## config.mk

```make
export PLATFORM = sky130hd
export DESIGN_NAME = adcsq_sequencer
export DESIGN_NICKNAME = d
export VERILOG_FILES = /design/src/hdl/adcsq_pkg.sv /design/src/hdl/adcsq_result_mem.sv /design/src/hdl/adcsq_sequencer.sv
export SDC_FILE = /design/constraint.sdc
export NUM_CORES = 1
export LEC_CHECK = 0
export BUFFER_PORTS_ARGS = -buffer_cell sky130_fd_sc_hd__buf_2
export CAP_MARGIN = 20
export CELL_PAD_IN_SITES_DETAIL_PLACEMENT = 1
export CELL_PAD_IN_SITES_GLOBAL_PLACEMENT = 2
export CORE_MARGIN = 1.5
export CORE_UTILIZATION = 35
export CTS_BUF_LIST = sky130_fd_sc_hd__clkbuf_4 sky130_fd_sc_hd__clkbuf_8
export DETAILED_ROUTE_END_ITERATION = 6
export GPL_ROUTABILITY_DRIVEN = 1
export PLACE_DENSITY = 0.73
export SLEW_MARGIN = 20
export SYNTH_ARGS = -nofsm -noshare
export SYNTH_HDL_FRONTEND = slang
export SYNTH_SLANG_ARGS = --single-unit
export TNS_END_PERCENT = 100
```

## constraint.sdc

```tcl
create_clock -name clock_i -period 5.8 [get_ports clock_i]
set_input_delay 0.87 -clock clock_i [delete_from_list [all_inputs] [get_ports clock_i]]
set_output_delay 0.87 -clock clock_i [all_outputs]
set_load 0.05 [all_outputs]
```

## src/hdl/adcsq_pkg.sv

```systemverilog
package adcsq_pkg;

  // ----------------------------------------------------------------
  // Widths
  // ----------------------------------------------------------------
  localparam int ADDR_W = 5;
  localparam int DATA_W = 16;
  localparam int DMA_ADDR_W = 11;

  // ----------------------------------------------------------------
  // Register offsets
  // ----------------------------------------------------------------
  localparam logic [4:0] ADDR_CTRL1 = 5'h00;
  localparam logic [4:0] ADDR_CTRL2 = 5'h01;
  localparam logic [4:0] ADDR_INSEL = 5'h02;
  localparam logic [4:0] ADDR_SCAN = 5'h03;
  localparam logic [4:0] ADDR_DMA = 5'h04;
  localparam logic [4:0] ADDR_STATUS = 5'h05;
  localparam logic [4:0] ADDR_SLOT_BASE = 5'h10;

  // ----------------------------------------------------------------
  // Field positions
  // ----------------------------------------------------------------
  localparam int C1_MANUAL = 0;
  localparam int C1_AUTO = 1;
  localparam int C1_SIMUL = 2;
  localparam int C2_ALT = 0;
  localparam int C2_BUFFER_FILL_MODE = 1;
  localparam int C2_RATE_LSB = 2;
  localparam int C2_ACTIVE_CHANNEL_COUNT_LSB = 8;
  localparam int C2_SCAN = 10;
  localparam int IS_POS1_LSB = 0;
  localparam int IS_NEG1 = 4;
  localparam int IS_GPOS1 = 5;
  localparam int IS_GNEG1_LSB = 6;
  localparam int IS_POS2_LSB = 8;
  localparam int IS_NEG2 = 12;
  localparam int IS_GPOS2 = 13;
  localparam int IS_GNEG2_LSB = 14;
  localparam int DM_EN = 0;
  localparam int DM_ORDER = 1;
  localparam int DM_LEN_LSB = 2;

  // ----------------------------------------------------------------
  // Reset values
  // ----------------------------------------------------------------
  localparam logic [15:0] RST_REG = 16'h0000;
  localparam logic [3:0] RST_SCAN_PTR = 4'hF;

  // ----------------------------------------------------------------
  // Sequencer states
  // ----------------------------------------------------------------
  typedef enum logic [2:0] {
    ST_IDLE = 3'b001,
    ST_SAMPLE = 3'b010,
    ST_CONV = 3'b100
  } adcsq_state_t;

endpackage

```

## src/hdl/adcsq_result_mem.sv

```systemverilog
`timescale 1ns/1ps
module adcsq_result_mem (
  input wire logic clock_i,
  input wire logic arst_n_i,
  input wire logic wr_en_i,
  input wire logic [3:0] wr_addr_i,
  input wire logic [15:0] wr_data_i,
  input wire logic [3:0] rd_addr_i,
  output logic [15:0] rd_data_o
);

  logic [15:0] mem [0:15];

  // ----------------------------------------------------------------
  // Storage, no reset so it maps onto plain RAM
  // ----------------------------------------------------------------
  always_ff @(posedge clock_i) begin
    if (wr_en_i) begin
      mem[wr_addr_i] <= wr_data_i;
    end
  end

  always_ff @(posedge clock_i or negedge arst_n_i) begin
    if (!arst_n_i) begin
      rd_data_o <= adcsq_pkg::RST_REG;
    end else begin
      rd_data_o <= mem[rd_addr_i];
    end
  end

endmodule

```

## src/hdl/adcsq_sequencer.sv

```systemverilog
`timescale 1ns/1ps
module adcsq_sequencer (
  input wire logic clock_i,
  input wire logic arst_n_i,
  input wire logic [4:0] reg_addr_i,
  input wire logic [15:0] reg_wdata_i,
  input wire logic reg_wr_i,
  input wire logic reg_rd_i,
  output logic [15:0] reg_rdata_o,
  input wire logic trigger_i,
  input wire logic conv_done_i,
  input wire logic [15:0] conv_result_i,
  output logic conv_start_o,
  output logic [1:0] conv_channel_o,
  output logic [3:0] sample_hold_o,
  output logic [3:0] ch0_pos_o,
  output logic ch0_neg_o,
  output logic grp_pos_o,
  output logic [1:0] grp_neg_o,
  output logic [3:0] neg_ref_o,
  output logic input_set_second_o,
  output logic conv_irq_o,
  output logic dma_req_o,
  output logic [10:0] dma_addr_o,
  output logic [15:0] dma_data_o
);

  // ----------------------------------------------------------------
  // Register file
  // ----------------------------------------------------------------
  logic manual_sample_bit;
  logic auto_sample_en;
  logic simultaneous_sample_sel;
  logic [15:0] converter_control_2;
  logic [15:0] insel;
  logic [15:0] scan_select_mask;
  logic dma_en;
  logic dma_buffer_order_mode;
  logic [2:0] dma_buffer_length;

  logic alternate_input_en;
  logic buffer_fill_mode;
  logic [3:0] interrupt_rate_field;
  logic [1:0] active_channel_count;
  logic scan_enable;

  assign alternate_input_en = converter_control_2[adcsq_pkg::C2_ALT];
  assign buffer_fill_mode = converter_control_2[adcsq_pkg::C2_BUFFER_FILL_MODE];
  assign interrupt_rate_field = converter_control_2[adcsq_pkg::C2_RATE_LSB +: 4];
  assign active_channel_count = converter_control_2[adcsq_pkg::C2_ACTIVE_CHANNEL_COUNT_LSB +: 2];
  assign scan_enable = converter_control_2[adcsq_pkg::C2_SCAN];

  adcsq_pkg::adcsq_state_t state;
  adcsq_pkg::adcsq_state_t next_state;
  logic [1:0] cur_ch;
  logic [1:0] next_ch;
  logic start_conv;
  logic op_done;
  logic set_done;
  logic trig_take;
  logic set_sel;
  logic [3:0] scan_ptr;
  logic [3:0] op_cnt;
  logic [3:0] wr_ptr;
  logic half_sel;
  logic [10:0] word_ptr;
  logic [10:0] inorder_addr;
  logic result_take;
  logic [3:0] res_input;
  logic [10:0] len_mask;
  logic rate_hit;
  logic [1:0] last_ch;
  logic simul_eff;
  logic [3:0] active_mask;

  // ----------------------------------------------------------------
  // Trigger pin synchroniser
  // ----------------------------------------------------------------
  logic trig_meta;
  logic trig_sync;
  logic trig_prev;
  logic trig_pulse;

  always_ff @(posedge clock_i or negedge arst_n_i) begin
    if (!arst_n_i) begin
      trig_meta <= 1'b0;
      trig_sync <= 1'b0;
      trig_prev <= 1'b0;
    end else begin
      trig_meta <= trigger_i;
      trig_sync <= trig_meta;
      trig_prev <= trig_sync;
    end
  end

  assign trig_pulse = trig_sync & ~trig_prev;

  // ----------------------------------------------------------------
  // Channel count decode
  // ----------------------------------------------------------------
  always_comb begin
    case (active_channel_count)
      2'b00: begin
        last_ch = 2'd0;
        active_mask = 4'h1;
      end
      2'b01: begin
        last_ch = 2'd1;
        active_mask = 4'h3;
      end
      default: begin
        last_ch = 2'd3;
        active_mask = 4'hF;
      end
    endcase
  end

  // Simultaneous sampling has no meaning with a single holder
  assign simul_eff = simultaneous_sample_sel & (last_ch != 2'd0);

  // ----------------------------------------------------------------
  // Sequencer
  // ----------------------------------------------------------------
  always_comb begin
    next_state = state;
    next_ch = cur_ch;
    start_conv = 1'b0;
    op_done = 1'b0;
    set_done = 1'b0;
    trig_take = 1'b0;
    case (state)
      adcsq_pkg::ST_IDLE: begin
        if (auto_sample_en || manual_sample_bit) begin
          next_state = adcsq_pkg::ST_SAMPLE;
        end
      end
      adcsq_pkg::ST_SAMPLE: begin
        if (trig_pulse) begin
          next_state = adcsq_pkg::ST_CONV;
          start_conv = 1'b1;
          trig_take = 1'b1;
        end
      end
      adcsq_pkg::ST_CONV: begin
        if (conv_done_i) begin
          if (simul_eff && cur_ch != last_ch) begin
            next_ch = cur_ch + 2'd1;
            start_conv = 1'b1;
          end else begin
            op_done = 1'b1;
            if (cur_ch == last_ch) begin
              next_ch = 2'd0;
              set_done = 1'b1;
            end else begin
              next_ch = cur_ch + 2'd1;
            end
            // Restart by itself only when auto-sampling
            next_state = auto_sample_en ? adcsq_pkg::ST_SAMPLE : adcsq_pkg::ST_IDLE;
          end
        end
      end
      default: begin
        next_state = adcsq_pkg::ST_IDLE;
      end
    endcase
  end

  always_ff @(posedge clock_i or negedge arst_n_i) begin
    if (!arst_n_i) begin
      state <= adcsq_pkg::ST_IDLE;
      cur_ch <= 2'd0;
      conv_start_o <= 1'b0;
      conv_channel_o <= 2'd0;
      sample_hold_o <= 4'h0;
    end else begin
      state <= next_state;
      cur_ch <= next_ch;
      conv_start_o <= start_conv;
      if (start_conv) begin
        conv_channel_o <= next_ch;
      end
      if (next_state == adcsq_pkg::ST_SAMPLE) begin
        sample_hold_o <= simul_eff ? active_mask : (4'h1 << next_ch);
      end else begin
        sample_hold_o <= 4'h0;
      end
    end
  end

  // ----------------------------------------------------------------
  // Input selection
  // ----------------------------------------------------------------
  function automatic logic [3:0] scan_next(input logic [3:0] ptr, input logic [15:0] mask);
    logic [3:0] idx;
    logic found;
    found = 1'b0;
    scan_next = ptr;
    for (int k = 1; k <= 16; k++) begin
      idx = ptr + 4'(k);
      if (!found && mask[idx]) begin
        scan_next = idx;
        found = 1'b1;
      end
    end
  endfunction

  always_ff @(posedge clock_i or negedge arst_n_i) begin
    if (!arst_n_i) begin
      set_sel <= 1'b0;
    end else if (!alternate_input_en) begin
      set_sel <= 1'b0;
    end else if (set_done) begin
      set_sel <= ~set_sel;
    end
  end

  always_ff @(posedge clock_i or negedge arst_n_i) begin
    if (!arst_n_i) begin
      scan_ptr <= adcsq_pkg::RST_SCAN_PTR;
    end else if (!scan_enable) begin
      scan_ptr <= scan_next(adcsq_pkg::RST_SCAN_PTR, scan_select_mask);
    end else if (conv_done_i && state == adcsq_pkg::ST_CONV && cur_ch == 2'd0) begin
      scan_ptr <= scan_next(scan_ptr, scan_select_mask);
    end
  end

  always_ff @(posedge clock_i or negedge arst_n_i) begin
    if (!arst_n_i) begin
      ch0_pos_o <= 4'h0;
      ch0_neg_o <= 1'b0;
      grp_pos_o <= 1'b0;
      grp_neg_o <= 2'b00;
      neg_ref_o <= 4'hF;
      input_set_second_o <= 1'b0;
    end else begin
      input_set_second_o <= set_sel;
      if (scan_enable) begin
        ch0_pos_o <= scan_ptr;
      end else if (set_sel) begin
        ch0_pos_o <= insel[adcsq_pkg::IS_POS2_LSB +: 4];
      end else begin
        ch0_pos_o <= insel[adcsq_pkg::IS_POS1_LSB +: 4];
      end
      if (set_sel) begin
        ch0_neg_o <= insel[adcsq_pkg::IS_NEG2];
        grp_pos_o <= insel[adcsq_pkg::IS_GPOS2];
        grp_neg_o <= insel[adcsq_pkg::IS_GNEG2_LSB +: 2];
        neg_ref_o <= {{3{~insel[adcsq_pkg::IS_GNEG2_LSB + 1]}}, ~insel[adcsq_pkg::IS_NEG2]};
      end else begin
        ch0_neg_o <= insel[adcsq_pkg::IS_NEG1];
        grp_pos_o <= insel[adcsq_pkg::IS_GPOS1];
        grp_neg_o <= insel[adcsq_pkg::IS_GNEG1_LSB +: 2];
        neg_ref_o <= {{3{~insel[adcsq_pkg::IS_GNEG1_LSB + 1]}}, ~insel[adcsq_pkg::IS_NEG1]};
      end
    end
  end

  // ----------------------------------------------------------------
  // Result routing
  // ----------------------------------------------------------------
  assign result_take = conv_done_i && (state == adcsq_pkg::ST_CONV);
  assign rate_hit = op_done && (op_cnt == interrupt_rate_field);
  assign res_input = (cur_ch == 2'd0) ? ch0_pos_o :
                     (grp_pos_o ? {2'b00, cur_ch} + 4'h2 : {2'b00, cur_ch} - 4'h1);
  assign len_mask = (11'h001 << dma_buffer_length) - 11'h001;

  always_ff @(posedge clock_i or negedge arst_n_i) begin
    if (!arst_n_i) begin
      op_cnt <= 4'h0;
      conv_irq_o <= 1'b0;
    end else begin
      conv_irq_o <= rate_hit && !dma_en;
      if (rate_hit) begin
        op_cnt <= 4'h0;
      end else if (op_done) begin
        op_cnt <= op_cnt + 4'h1;
      end
    end
  end

  // Buffer slot pointer; fill mode 1 splits the buffer into two halves
  always_ff @(posedge clock_i or negedge arst_n_i) begin
    if (!arst_n_i) begin
      wr_ptr <= 4'h0;
      half_sel <= 1'b0;
    end else if (rate_hit && !dma_en) begin
      wr_ptr <= 4'h0;
      half_sel <= buffer_fill_mode ? ~half_sel : 1'b0;
    end else if (result_take && !dma_en) begin
      wr_ptr <= wr_ptr + 4'h1;
    end
  end

  always_ff @(posedge clock_i or negedge arst_n_i) begin
    if (!arst_n_i) begin
      word_ptr <= 11'h000;
      inorder_addr <= 11'h000;
      dma_req_o <= 1'b0;
      dma_addr_o <= 11'h000;
      dma_data_o <= 16'h0000;
    end else begin
      dma_req_o <= result_take && dma_en;
      if (!dma_en) begin
        word_ptr <= 11'h000;
        inorder_addr <= 11'h000;
      end else begin
        if (rate_hit) begin
          word_ptr <= word_ptr + 11'h001;
        end
        if (result_take) begin
          inorder_addr <= inorder_addr + 11'h001;
          dma_data_o <= conv_result_i;
          if (dma_buffer_order_mode) begin
            dma_addr_o <= inorder_addr;
          end else begin
            dma_addr_o <= ((11'(res_input)) << dma_buffer_length) | (word_ptr & len_mask);
          end
        end
      end
    end
  end

  // ----------------------------------------------------------------
  // Result buffer
  // ----------------------------------------------------------------
  logic [3:0] slot_addr;
  logic [15:0] mem_q;

  assign slot_addr = buffer_fill_mode ? {half_sel, wr_ptr[2:0]} : wr_ptr;

  adcsq_result_mem u_mem (
    .clock_i(clock_i),
    .arst_n_i(arst_n_i),
    .wr_en_i(result_take && !dma_en),
    .wr_addr_i(slot_addr),
    .wr_data_i(conv_result_i),
    .rd_addr_i(reg_addr_i[3:0]),
    .rd_data_o(mem_q)
  );

  // ----------------------------------------------------------------
  // Register writes
  // ----------------------------------------------------------------
  always_ff @(posedge clock_i or negedge arst_n_i) begin
    if (!arst_n_i) begin
      manual_sample_bit <= 1'b0;
      auto_sample_en <= 1'b0;
      simultaneous_sample_sel <= 1'b0;
    end else if (reg_wr_i && reg_addr_i == adcsq_pkg::ADDR_CTRL1) begin
      manual_sample_bit <= reg_wdata_i[adcsq_pkg::C1_MANUAL];
      auto_sample_en <= reg_wdata_i[adcsq_pkg::C1_AUTO];
      simultaneous_sample_sel <= reg_wdata_i[adcsq_pkg::C1_SIMUL];
    end else if (trig_take) begin
      manual_sample_bit <= 1'b0;
    end else if (state == adcsq_pkg::ST_IDLE && next_state == adcsq_pkg::ST_SAMPLE) begin
      manual_sample_bit <= 1'b1;
    end
  end

  always_ff @(posedge clock_i or negedge arst_n_i) begin
    if (!arst_n_i) begin
      converter_control_2 <= adcsq_pkg::RST_REG;
      insel <= adcsq_pkg::RST_REG;
      scan_select_mask <= adcsq_pkg::RST_REG;
      dma_en <= 1'b0;
      dma_buffer_order_mode <= 1'b0;
      dma_buffer_length <= 3'b000;
    end else if (reg_wr_i) begin
      case (reg_addr_i)
        adcsq_pkg::ADDR_CTRL2: converter_control_2 <= reg_wdata_i;
        adcsq_pkg::ADDR_INSEL: insel <= reg_wdata_i;
        adcsq_pkg::ADDR_SCAN: scan_select_mask <= reg_wdata_i;
        adcsq_pkg::ADDR_DMA: begin
          dma_en <= reg_wdata_i[adcsq_pkg::DM_EN];
          dma_buffer_order_mode <= reg_wdata_i[adcsq_pkg::DM_ORDER];
          dma_buffer_length <= reg_wdata_i[adcsq_pkg::DM_LEN_LSB +: 3];
        end
        default: begin
        end
      endcase
    end
  end

  // ----------------------------------------------------------------
  // Register reads
  // ----------------------------------------------------------------
  logic [15:0] reg_q;
  logic rd_from_mem;

  always_ff @(posedge clock_i or negedge arst_n_i) begin
    if (!arst_n_i) begin
      reg_q <= adcsq_pkg::RST_REG;
      rd_from_mem <= 1'b0;
    end else begin
      rd_from_mem <= reg_rd_i && reg_addr_i[4];
      reg_q <= 16'h0000;
      if (reg_rd_i) begin
        case (reg_addr_i)
          adcsq_pkg::ADDR_CTRL1: reg_q <= {13'h0000, simultaneous_sample_sel, auto_sample_en, manual_sample_bit};
          adcsq_pkg::ADDR_CTRL2: reg_q <= converter_control_2;
          adcsq_pkg::ADDR_INSEL: reg_q <= insel;
          adcsq_pkg::ADDR_SCAN: reg_q <= scan_select_mask;
          adcsq_pkg::ADDR_DMA: reg_q <= {11'h000, dma_buffer_length, dma_buffer_order_mode, dma_en};
          adcsq_pkg::ADDR_STATUS: reg_q <= {scan_ptr, op_cnt, wr_ptr, half_sel, set_sel, cur_ch};
          default: reg_q <= 16'h0000;
        endcase
      end
    end
  end

  // Two flops meet here so slot reads need no extra cycle of latency
  assign reg_rdata_o = rd_from_mem ? mem_q : reg_q;

endmodule

```

Word-level counts from Yosys, hierarchy flattened. Memory sizes are Yosys's and may differ from the RTL's. A register that Yosys moved wholly into a read port is not among the register bits. Cells that the tools add are included. W data, S select, Z words.

Memories kept: 1. Input port bits: 43. ROM bits: 0. Output and inout bits: 65. Word-level logic and storage cells: 391. Register bits after elaboration: 166. Latch bits: 0. RAM bits: 256.

$lt $le $gt $ge: 16. Shifts and indexed selects: 3. Multiply operators: 0. Div/mod/pow operators: 0. Bitwise gates (word level): 11. Equality and inequality tests: 19. Mux-type cells: 196. Add/sub/neg operators: 23. Reductions and logical operators: 86.

Memory list: u_mem.mem (words 16, bits a word 16, rd ports 1, clocked after Yosys merged registers in 1, wr ports 1, RTL line adcsq_result_mem.sv:12) `logic [15:0] mem [0:15];`.

Operators with widths (count): $mux W4 (46); $mux W1 (112); $pmux W16 S6 (1); $lt A4 B5 Y1 const B (16); $bmux W1 S4 (16); $mux W11 (5); $logic_and A1 B1 Y1 (40); $add A4 B4 Y4 const B (8); $logic_not A1 Y1 (32); $mux W16 (2); $add A11 B1 Y11 const B (2); $add A4 B3 Y4 const B (4); $ne A16 B1 Y1 const B (1); $add A4 B1 Y4 const B (3); $mux W2 (6); $mux W3 (4); $and A11 B11 Y11 (1); $or A11 B11 Y11 (1); $shl A1 B3 Y11 const A (1); $shl A4 B3 Y11 (1); $sub A11 B1 Y11 const B (1); $eq A5 B2 Y1 const B (2); $eq A5 B3 Y1 const B (2); $reduce_and A2 Y1 (5); 27 further kinds (42).

Longest topological paths before layout. Gate-level depths: netlist of run 1.

Word-level depth: 81. Mapped depth: 16. Mapped depth without buffers: 11.

By module. From an unflattened synthesis of run 1, not the netlist that was laid out.

Cells, all modules: 1362. Area, all modules: 19772.7 um^2.

Modules (own cells, without submodules): adcsq_result_mem (cells each 432, area an instance 10123.5 um^2, seq. area each 8087.8 um^2, times used 1); adcsq_sequencer (cells each 930, area an instance 9649.3 um^2, seq. area each 4012.6 um^2, times used 1).

Worst setup path before layout of run 1. No wires, ideal clock.

Kind: reg2reg. Start point: register scan_ptr[1]. End point: register scan_ptr[1]. Period minus slack after synthesis: 4.400 ns. Library setup time: 0.082 ns. Path buffers: 4. Cell stages (with the launch flop): 15. Required time: 5.718 ns. Data arrival time: 4.318 ns. Path slack: 1.400 ns. Cell sequence: dfstp_2 buf_2 buf_2 buf_2 inv_1 ha_1 buf_2 mux4_2 mux2_2 mux2_4 a2111oi_4 nand4_2 o311a_1 a21oi_1 mux2_2.

Longest elaborated chain between the ends: 80. Elaborated cells on any way between the ends: 143. Those cells by class: add/sub (15); eq/ne (2); mux (95); reduce/logical (31).

Ends and longest elaborated chain: start, declared (RTL line adcsq_sequencer.sv:62) `logic [3:0] scan_ptr;`; start signal, assigned (RTL line adcsq_sequencer.sv:219) `scan_ptr <= adcsq_pkg::RST_SCAN_PTR;`; start signal, assigned (RTL line adcsq_sequencer.sv:221) `scan_ptr <= scan_next(adcsq_pkg::RST_SCAN_PTR, scan_select_mask);`; start signal, assigned (RTL line adcsq_sequencer.sv:223) `scan_ptr <= scan_next(scan_ptr, scan_select_mask);`; $add A4 B1 Y4 (RTL line adcsq_sequencer.sv:199) `idx = ptr + 4'(k);`; $bmux W1 S4 (RTL line adcsq_sequencer.sv:200) `if (!found && mask[idx]) begin`; $mux W1 (not written as such) (RTL line adcsq_sequencer.sv:200); $mux W1 (RTL line adcsq_sequencer.sv:200); $mux W1 (RTL line adcsq_sequencer.sv:222) `end else if (conv_done_i && state == adcsq_pkg::ST_CONV && cur_ch == 2'd0) begin`; $mux W1 (RTL line adcsq_sequencer.sv:220) `end else if (!scan_enable) begin`; $logic_not A1 Y1 (RTL line adcsq_sequencer.sv:200); $logic_and A1 B1 Y1 (RTL line adcsq_sequencer.sv:200); [... 64 more ...]; $logic_and A1 B1 Y1 (RTL line adcsq_sequencer.sv:200); $mux W1 (RTL line adcsq_sequencer.sv:200); $mux W1 (RTL line adcsq_sequencer.sv:222); $mux W1 (RTL line adcsq_sequencer.sv:220); $logic_not A1 Y1 (RTL line adcsq_sequencer.sv:200); $logic_and A1 B1 Y1 (RTL line adcsq_sequencer.sv:200); $ne A2 B2 Y1 (no line); $reduce_and A3 Y1 (no line).

Several ways; a longest one is shown, not always the timed one. The select of a mux whose other input is x is not followed. A chain may end at the register's enable or synchronous reset.

Worst setup path in the final report of run 1.
Start point: register scan_ptr[0]. End point: register scan_ptr[1].

The elaborated chain is that of the path after synthesis.

==> flow_results.org, run 1 <==
** Status
- The flow ran to the end, and the final reports show no timing, DRC or antenna violations.

** Setup path
- Largest delay contributor family on the critical path :: multiplexers
- Cell with the most instances on the worst path :: mux2_2
- Traced cell by cell, the critical path runs through inv_1 > ha_1 > buf_4 > mux4_2 > mux2_2 > mux2_4 > a2111oi_4 > and4_1 > a221oi_1 > a21oi_1 > mux2_2.
- Critical path start-end classification :: reg2reg
- STA classifies the critical path endpoint as a register.
- The critical path contains buffers and inverters numbering 2 combined.
- Arrival @ worst endpoint :: ~4.8 ns
- Launching point of the worst reg2reg path :: scan_ptr[0]
- Reg2Reg Capture Point :: scan_ptr[1]
- Of all nets on the critical path, the largest fanout is 11.
- Setup slack on the worst reg-to-reg path comes out at approximately 1.6 ns.
- For the worst flop-to-flop path, the logic depth is 11.
- Data on the critical path is required at its endpoint by 6.38 ns.
- The worst setup path is launched from a register.
- Worst stage delay on the critical path :: between 0.5 and 0.6 ns
- Among all stages on the critical path, the largest delay is contributed by dfstp_2.

** Placed design
- Port Buffer Count :: 107
- After detailed placement, the design holds a cell count of around 2100.
- Area of placed instances :: 21100 µm²
- Routability-driven placement finished with a final weighted congestion of 0.885.
- Post-detail-place hpwl :: 37300 µm

** Global routing
- Vias in the first global route :: about 13000
- For met2 alone, demand over resource in global routing was 32.6%.
- Entering global routing, the biggest net connects 90 pins.
- For this run, the total global-route usage over all layers was measured as 20.3%.
- Wire length of the first global-routing pass :: 85900 µm
- GRT met3 Usage :: 3.93%
- Global routing consumed, on the met1 layer, 27.5% of the routing resources.
- The global routing stage identified its most utilized layer as met2.
- Number of antenna violations at the first check in global routing :: 3
- For this run the aggregate overflow at the end of global routing stands at 0.

** Power and ir drop
- Of the total power, the share spent switching nets is 37.7%.
- Overall power consumption after layout is estimated at 10.5 mW.
- Cell leakage power :: around 8.7 nW
- Across the VDD grid, the largest voltage drop is 0.233 mV.
- Sw Pwr :: 3.95 mW
- Cell internal power was estimated by the tool at approximately 6.5 mW.
- Sequential group share of total power :: about 36%
- Of the total power, the clock network draws 27.8%.
- Per report_power, the combinational group accounts for 36.2% of the total.
- In this run the power density over the cells is 461 nW/µm².

** Synthesis
- Synth Area per Inst :: 14.8 µm²
- For this run, asynchronously set or reset flops after synthesis account for 40.7%.
- Yosys attributes the largest share of cell area to edfxtp_1 (39%), dfrtp_1 (21%), mux4_2 (11%).
- Counting flops and latches in the post-synthesis netlist gives 432.
- The synthesized design devotes to its leading area cell type 38.9% of total area.
- Post-Synthesis Cells :: between 1000 and 1500
- The synthesized netlist contains 70 unique library cells.
- The mapped netlist covers 19800 µm².
- Yosys printed 0 warnings.
- Summed over all instances, the cell type with the most area after synthesis is edfxtp_1.
- Nets in the synthesized netlist :: ~1400
- Sequential area share after synthesis :: 61.3%
- Synth Flop Type :: edfxtp_1
- Number of flops mapped to enable cells by yosys :: roughly 260

** STA
- Remaining max-slew budget at the tightest pin :: 35.7%
- Setup violations remaining at the end of the flow were counted as 0.
- Max-slew violation count :: 0
- Max Clock Skew :: 0.0378 ns
- Setup repair after global routing left no endpoint under its margin.
- After layout, the worst path uses 72.7% of the clock period.
- Setup total negative slack on the finished layout was measured at 0 ns.
- For the finished layout, the period the worst path requires is ~4.2 ns.
- Timing would allow up to 237 MHz.
- Total count of hold-check failures in the final report :: 0
- At the pin with the least slew margin, the transition time is between 0.9 and 1 ns.

** Final layout
- In the final layout, the share of cells above drive strength 1 is 33.0%.
- Total number of nets in the final design :: ~1500
- The count of cells in the finished layout, fillers not included, comes to 2277.
- Fill cells in the final layout number ~5700.
- Total non-filler cell area in the finished layout :: 22700 µm²
- Relative to the synthesized area, the layout overhead comes to 15.1%.

** CTS
- Buffers inserted to repair hold after CTS numbered 0.
- Gates resized during post-CTS repair numbered 0.
- Buffers inserted during clock tree synthesis total 77.
- Clock tree from TritonCTS :: done
- In this run the number of H-tree levels came out at 3.
- Clock transition at the registers of the reported paths :: 0.07 ns
- Root buf cell :: clkbuf_8
- Worst-Skew Late Latency :: 0.66 ns
- Post-CTS timing repair inserted 0 buffers for setup.
- Clock Tree Buf Depth :: 3
- Clock tree synthesis found a total of between 400 and 500 sinks.

** Detailed routing
- Initial DRC count :: 999
- In the routed design, unresolved DRC markers number 0.
- Dividing the detail-routed via count by the number of cells gives around 5.5.
- In this run the remaining antenna-violating nets after routing total 0.
- Routed wire length per instance :: 25.0 µm
- The routed design has 56900 µm of wire.
- Length of the first detailed-routing pass in iterations :: 6
- Total vias in the final route :: 12424

** Die
- Core Area :: 55400 µm²
- Die Y :: 241 µm
- Effective utilization at floorplan :: ~36%
- Floorplan die area :: 57900 µm²
- Site Rows :: 86
- Number of top-level design ports :: 108
- The die is approximately 240 µm wide.

** Run
- Max-cap violations in this run came to 0.

** Min path
- In this run the worst hold path is classified as in2async.
==> how the worst max path moves through the flow <==
stage                     start     endpoint  cells after the start
floorplan           scan_ptr[1]  scan_ptr[1]                     14
global placement    scan_ptr[0]  scan_ptr[1]                     11
detailed placement  scan_ptr[0]  scan_ptr[1]                     11
CTS                 scan_ptr[0]  scan_ptr[1]                     11
global route        scan_ptr[1]  scan_ptr[1]                     10
finish              scan_ptr[0]  scan_ptr[1]                     11
==> worst register-to-register path, cell delays in order (launching register included) <==
cell and delay (ns):
dfstp_2 0.53, inv_1 0.09, ha_1 0.52, buf_4 0.28, mux4_2 0.35, mux2_2 0.31
mux2_4 0.33, a2111oi_4 0.51, and4_1 0.48, a221oi_1 0.16, a21oi_1 0.20, mux2_2 0.37
==> layout by cell type (no fill, tap or decap), drive strengths merged, types with 5 or more instances in the layout <==
cell type  Yosys  routed
edfxtp       256     256
dfrtp        169     169
buf           26     137
clkbuf        56     121
mux2         113     113
mux4         101     101
nand2         98      98
nor2          67      67
a21oi         61      61
mux2i         41      41
o21ai         41      41
inv           34      36
and2          27      27
xnor2         27      27
nor3          26      26
nand3         19      19
a22oi         17      17
ha            16      16
a222oi        13      13
clkinv         0      13
nand4         11      11
a211oi        10      10
nor2b          9       9
dfstp          7       7
xor2           7       7
o22ai          6       6
a31oi          5       5
or3            5       5
nor3b          5       5
==> power by group through the flow <==
stage / clock network (mW) / logic, mW / registers (mW)
2_1_floorplan: 0 / 2.64 / 3.80
3_3_place_gp: 0 / 3.82 / 3.82
3_5_place_dp: 0 / 3.78 / 3.84
4_1_cts: 3.01 / 3.80 / 3.78
5_1_grt: 3.14 / 4.11 / 3.81
6_report: 2.91 / 3.79 / 3.78
==> metal layers <==
| metal | wire [µm] | part of all wire (%) | vias up |
|---|---|---|---|
| li1 | - | - | 5411 |
| met5 | 8 | 0.014 | - |
| met3 | 3430 | 6.0 | 92 |
| met1 | 24700 | 43 | 6529 |
| met4 | 1430 | 2.5 | 2 |
| met2 | 27400 | 48 | 390 |
==> state kept, by name, indices dropped and copies added (netlist names), 3 cells and up <==
| register | flops |
|---|---|
| u_mem.mem | 256 |
| converter_control_2 | 16 |
| dma_data_o | 16 |
| insel | 16 |
| reg_q | 16 |
| scan_select_mask | 16 |
| u_mem.rd_data_o | 16 |
| dma_addr_o | 11 |
| inorder_addr | 11 |
| word_ptr | 7 |
| ch0_pos_o | 4 |
| op_cnt | 4 |
| sample_hold_o | 4 |
| scan_ptr | 4 |
| wr_ptr | 4 |
| dma_buffer_length | 3 |
| state | 3 |
==> cells in the mapped netlist, types with 27 or more instances <==
master	count
mux2i_1	41
mux4_2	97
nand2_1	98
o21ai_0	41
inv_1	34
edfxtp_1	256
a21oi_1	61
mux2_2	112
clkbuf_1	56
nor2_1	65
and2_1	27
dfrtp_1	169
==> layout make-up <==
cell class	instances	area, µm²	area share (%)
flip-flops and latches	432	12100	53.2
multi-input cells	786	7200	31.7
clock buffers	120	1450	6.39
well taps	748	936	4.12
repair buffers	138	779	3.43
clock inverters	18	138	0.605
inverters	34	128	0.561
diodes	1	2.50	0.0110
==> metrics by stage <==
step | setup WS, ns | hold WS, ns | util (%)
6_report | 1.58 | 0.301 | 41.0
5_1_grt | 1.43 | 0.329 | 41.0
3_5_place_dp | 1.59 | 0.353 | 38.1
3_3_place_gp | 1.60 | 0.344 | 38.1
4_1_cts | 1.56 | 0.308 | 41.0
2_1_floorplan | 1.40 | 0.331 | -
==> kinds of logic (layout without fill, tap and decap cells) <==
kind of cell	after synthesis	after routing	share of synthesized area, %
buf+inv	116	310	2.49
xor+xnor	34	34	1.62
other cells	0	1	0
compound gates	194	194	6.48
fa+ha+maj	16	16	1.01
flops	432	432	61.3
simple gates	287	287	7.02
mux	255	255	20.1
Note: power is estimated with default switching activity, not from simulation.
==> inputs of run 2 (changes only) <==
--- a/config.mk
+++ b/config.mk
@@ -14,7 +14,7 @@
 export CTS_BUF_LIST = sky130_fd_sc_hd__clkbuf_4 sky130_fd_sc_hd__clkbuf_8
 export DETAILED_ROUTE_END_ITERATION = 6
 export GPL_ROUTABILITY_DRIVEN = 1
-export PLACE_DENSITY = 0.73
+export PLACE_DENSITY = 0.75
 export SLEW_MARGIN = 20
 export SYNTH_ARGS = -nofsm -noshare
 export SYNTH_HDL_FRONTEND = slang
==> constraint.sdc (replaced) <==
create_clock -name clock_i -period 3.6 [get_ports clock_i]
set_input_delay 0.54 -clock clock_i [delete_from_list [all_inputs] [get_ports clock_i]]
set_output_delay 0.54 -clock clock_i [all_outputs]
set_load 0.05 [all_outputs]
==> run 2 against run 1 <==
The run now ends with negative setup slack left. Final area rose by 3.4%. Critical endpoint is now scan_ptr[3]. Critical path type unchanged. Sequential power is 60% higher. Count of clock-buffer cells in the layout is 1 lower. Core utilization grew 1.4 points. Power increased by 74%. Die area did not move.
==> flow_results.org, run 2 (same netlist as run 1, synthesis figures left out) <==
** CTS
- Clk sinks :: 432 (unchanged)
- The clock latency of the later-clocked register in the worst-skew pair was 0.66 ns (about the same).
- TritonCTS built the clock tree.
- Root buf cell :: clkbuf_8
- The maximum clock path buffer count is 3 (unchanged).
- Number of H-tree levels :: 3 (unchanged)
- The TritonCTS buffer count is 76 (-1.3%).
- Clock transition at the registers of the reported paths :: 0.06 ns (about the same)

** Setup path
- Category of the worst setup path launch point :: register
- The worst-case reg-to-reg path depth is 13 (+2).
- Critical path start-end classification :: reg2reg
- In this run the worst setup path terminates at scan_ptr[3].
- The stage delay of the slowest cell on the critical path was 0.58 ns (+0.05 ns).
- The biggest fanout along the worst timing path came to 6 (-5).
- Start point of the critical path :: scan_ptr[0]
- The worst setup path is captured at a register.
- Among the stages of the critical path, the cell type that occurs most often is mux2_4.
- Cell Chain, Critical Path :: inv_6 > ha_4 > mux4_2 > mux2_4 > mux2_4 > a2111oi_4 > buf_4 > nand4_4 > o311a_4 > buf_6 > nor2_4 > a211oi_2 > nor3_2
- Critical path's slowest cell :: dfstp_2
- Launching point of the worst reg2reg path :: scan_ptr[0]
- Setup slack of the most critical reg-to-reg path :: -0.04 ns (-1.62 ns)
- The worst register-to-register path ends at scan_ptr[3].
- Arrival @ worst endpoint :: 4.18 ns (-0.62 ns)
- The critical path data required time is 4.15 ns (-2.23 ns).

** Die
- The die span in x was 241 µm (unchanged).
- Die Y :: 241 µm (unchanged)
- The initial cell density of the core is 35.6% (unchanged).
- Number of top-level design ports :: 108 (unchanged)
- Site Rows :: 86 (unchanged)
- The core footprint is 55400 µm² (unchanged).
- Floorplan die area :: 57900 µm² (unchanged)

** STA
- The final worst setup slack was -0.0359 ns (-1.62 ns).
- Fmax :: 275 MHz (+16%)
- Slew at the pin closest to its max-slew limit :: 0.882 ns (-0.0828 ns)
- Clock period minus final worst setup slack :: 3.64 ns (-0.582 ns)
- Final cycle utilization of the critical path :: 101% (+28 points)
- Setup repair after global routing could not meet its margin everywhere.
- The number of max-slew violations in the final report is 0 (unchanged).
- The worst slew margin relative to its limit came to 40.7% (+5.1 points).
- Max Clock Skew :: 0.0361 ns (-0.00173 ns)
- # setup viols final :: 3 (+3)
- Total count of hold-check failures in the final report :: 0 (unchanged)

** Detailed routing
- Wirelength, routed :: 57100 µm (+0.35%)
- Top Metal Used :: met4
- The detailed router's first-iteration violation count came to 1093 (+9.4%).
- Length of the first detailed-routing pass in iterations :: 6 (unchanged)
- Drc violations :: 0 (unchanged)
- The met2 routed wirelength is 27800 µm (+1.6%).
- Met3 layer wire length in the routed design :: 2880 µm (-16%)
- The post-detailed-route count of antenna-violating nets was 0 (unchanged).
- Routed wire length per instance :: 24.3 µm (-3.0%)
- Total vias in the final route :: 12567 (+1.2%)
- Met1 Routed Length :: 25300 µm (+2.3%)
- The vias per cell came to 5.33 (-2.2%).

** Run
- The count of max-cap constraint violations is 0 (unchanged).

** Final layout
- The flip-flop count of the largest register, all copies and words added is 256 (unchanged).
- In the layout the commonest cells are edfxtp_1 (256), dfrtp_1 (169), mux2_2 (110).
- Fraction of layout instances using a drive strength above 1 :: 37.3% (+4.3 points)
- Final design utilization :: 42.4% (+1.4 points)
- More flip-flops sit in one register than any other, and that register is u_mem.mem.
- Compared with the post-synthesis result, the final layout area differs by 19.0%.
- The post-layout instance area was 23500 µm² (+3.4%).
- Most common cell after layout, fill and taps aside :: edfxtp_1
- Total number of nets in the final design :: 1605 (+5.0%)
- Count of inserted antenna diode cells :: 0 (-1)

** Min path
- The path class of the tightest hold or removal check is in2reg.

** Global routing
- Overall fraction of global-route tracks in use :: 20.4% (+0.12 points)
- Pin count of the biggest net entering global routing :: 90 (unchanged)
- Vias in the first global route :: 13563 (+3.1%)
- Aggregate global routing overflow :: 0 (unchanged)
- The global-route wire length before repair came to 87400 µm (+1.7%).
- The initial antenna violation count came to 0 (-3).

** Status
- The flow ran to the end, but the final reports show violations.
- The final reports fail on negative setup slack.

** Power and ir drop
- Switching share of total power :: 37.5% (-0.27 points)
- Sequential group share of total power :: 33.1% (-2.9 points)
- The clock network power share was 25.8% (-2.0 points).
- Cell leakage power :: 9.11 nW (+4.8%)
- The internal cell power came to 11.4 mW (+75%).
- The worst ir drop on vdd came to 0.366 mV (+57%).
- The switching power total was 6.83 mW (+73%).
- The power density relative to cell area is 776 nW/µm² (+68%).
- The share of power burned in combinational logic is 41.1% (+4.9 points).

** Placed design
- Routability congestion estimate :: 0.847 (-4.3%)
- The post-detailed-placement half-perimeter wirelength was 39400 µm (+5.7%).
- Area of placed instances :: 21800 µm² (+3.0%)
- Port Buffer Count :: 107 (unchanged)
run 2: metrics by stage:
| step | cells | setup TNS [ns] | worst slack [ns] | hold WS [ns] | power (mW) |
|---|---|---|---|---|---|
| 2_1_floorplan | 1334 | -0.904 | -0.368 | 0.244 | 10.5 |
| 3_3_place_gp | 2210 | -0.108 | -0.0748 | 0.335 | 13.2 |
| 3_5_place_dp | 2210 | -0.263 | -0.118 | 0.336 | 13.2 |
| 4_1_cts | 2355 | -0.0386 | -0.0154 | 0.110 | 18.3 |
| 5_1_grt | 2356 | -0.575 | -0.176 | 0.142 | 19.2 |
| 6_report | 2356 | -0.0860 | -0.0359 | 0.149 | 18.2 |
run 2: layout make-up:
type | count | area (µm²)
repair buffers | 216 | 1440
clock inverters | 21 | 159
clock buffers | 119 | 1430
fillers | 5697 | 31900
flip-flops and latches | 432 | 12100
multi-input cells | 786 | 7300
well taps | 748 | 936
inverters | 34 | 135
run 2: worst max-delay path, delay by kind of cell (launching register included):
kind	cells	cell delay, ns
simple gates	3	0.41
flops	1	0.58
buf+inv	3	0.38
fa+ha+maj	1	0.31
mux	3	1.13
compound gates	3	0.72
run 2: repair_timing:
action                                  in CTS  in global routing
hold buffers                                 2                  0
gates resized for setup                     14                  8
setup buffers                                3                  1
endpoints found under the hold margin       63                  0
endpoints found under the setup margin       4                  4
pin swaps                                    6                  3
run 2: routing by layer:
layer,vias to the layer above,GRT usage (%)
met1,6547,27.8
met2,372,33.5
met5,-,0
li1,5568,-
met3,80,3.31
met4,0,6.19
run 2: how the worst min path moves through the flow:
stage | startpoint | end | slack [ns] | cells after the start
final | reg_wdata_i[15] | converter_control_2[15] | 0.15 | 2
after global routing | reg_wdata_i[15] | scan_select_mask[15] | 0.14 | 2
after CTS | reg_wdata_i[15] | converter_control_2[15] | 0.11 | 2
after detailed placement | trig_meta | trig_sync | 0.34 | 0
after global placement | trig_meta | trig_sync | 0.34 | 0
after floorplan | arst_n_i | auto_sample_en | 0.24 | 0
run 2: power groups by stage:
stage                     registers, mW  clock network (mW)  logic [mW]
after global routing               6.10                5.05        8.05
after CTS                          6.05                4.84        7.39
after detailed placement           6.14                   0        7.11
after global placement             6.13                   0        7.10
after floorplan                    6.13                   0        4.36
final                              6.05                4.70        7.50
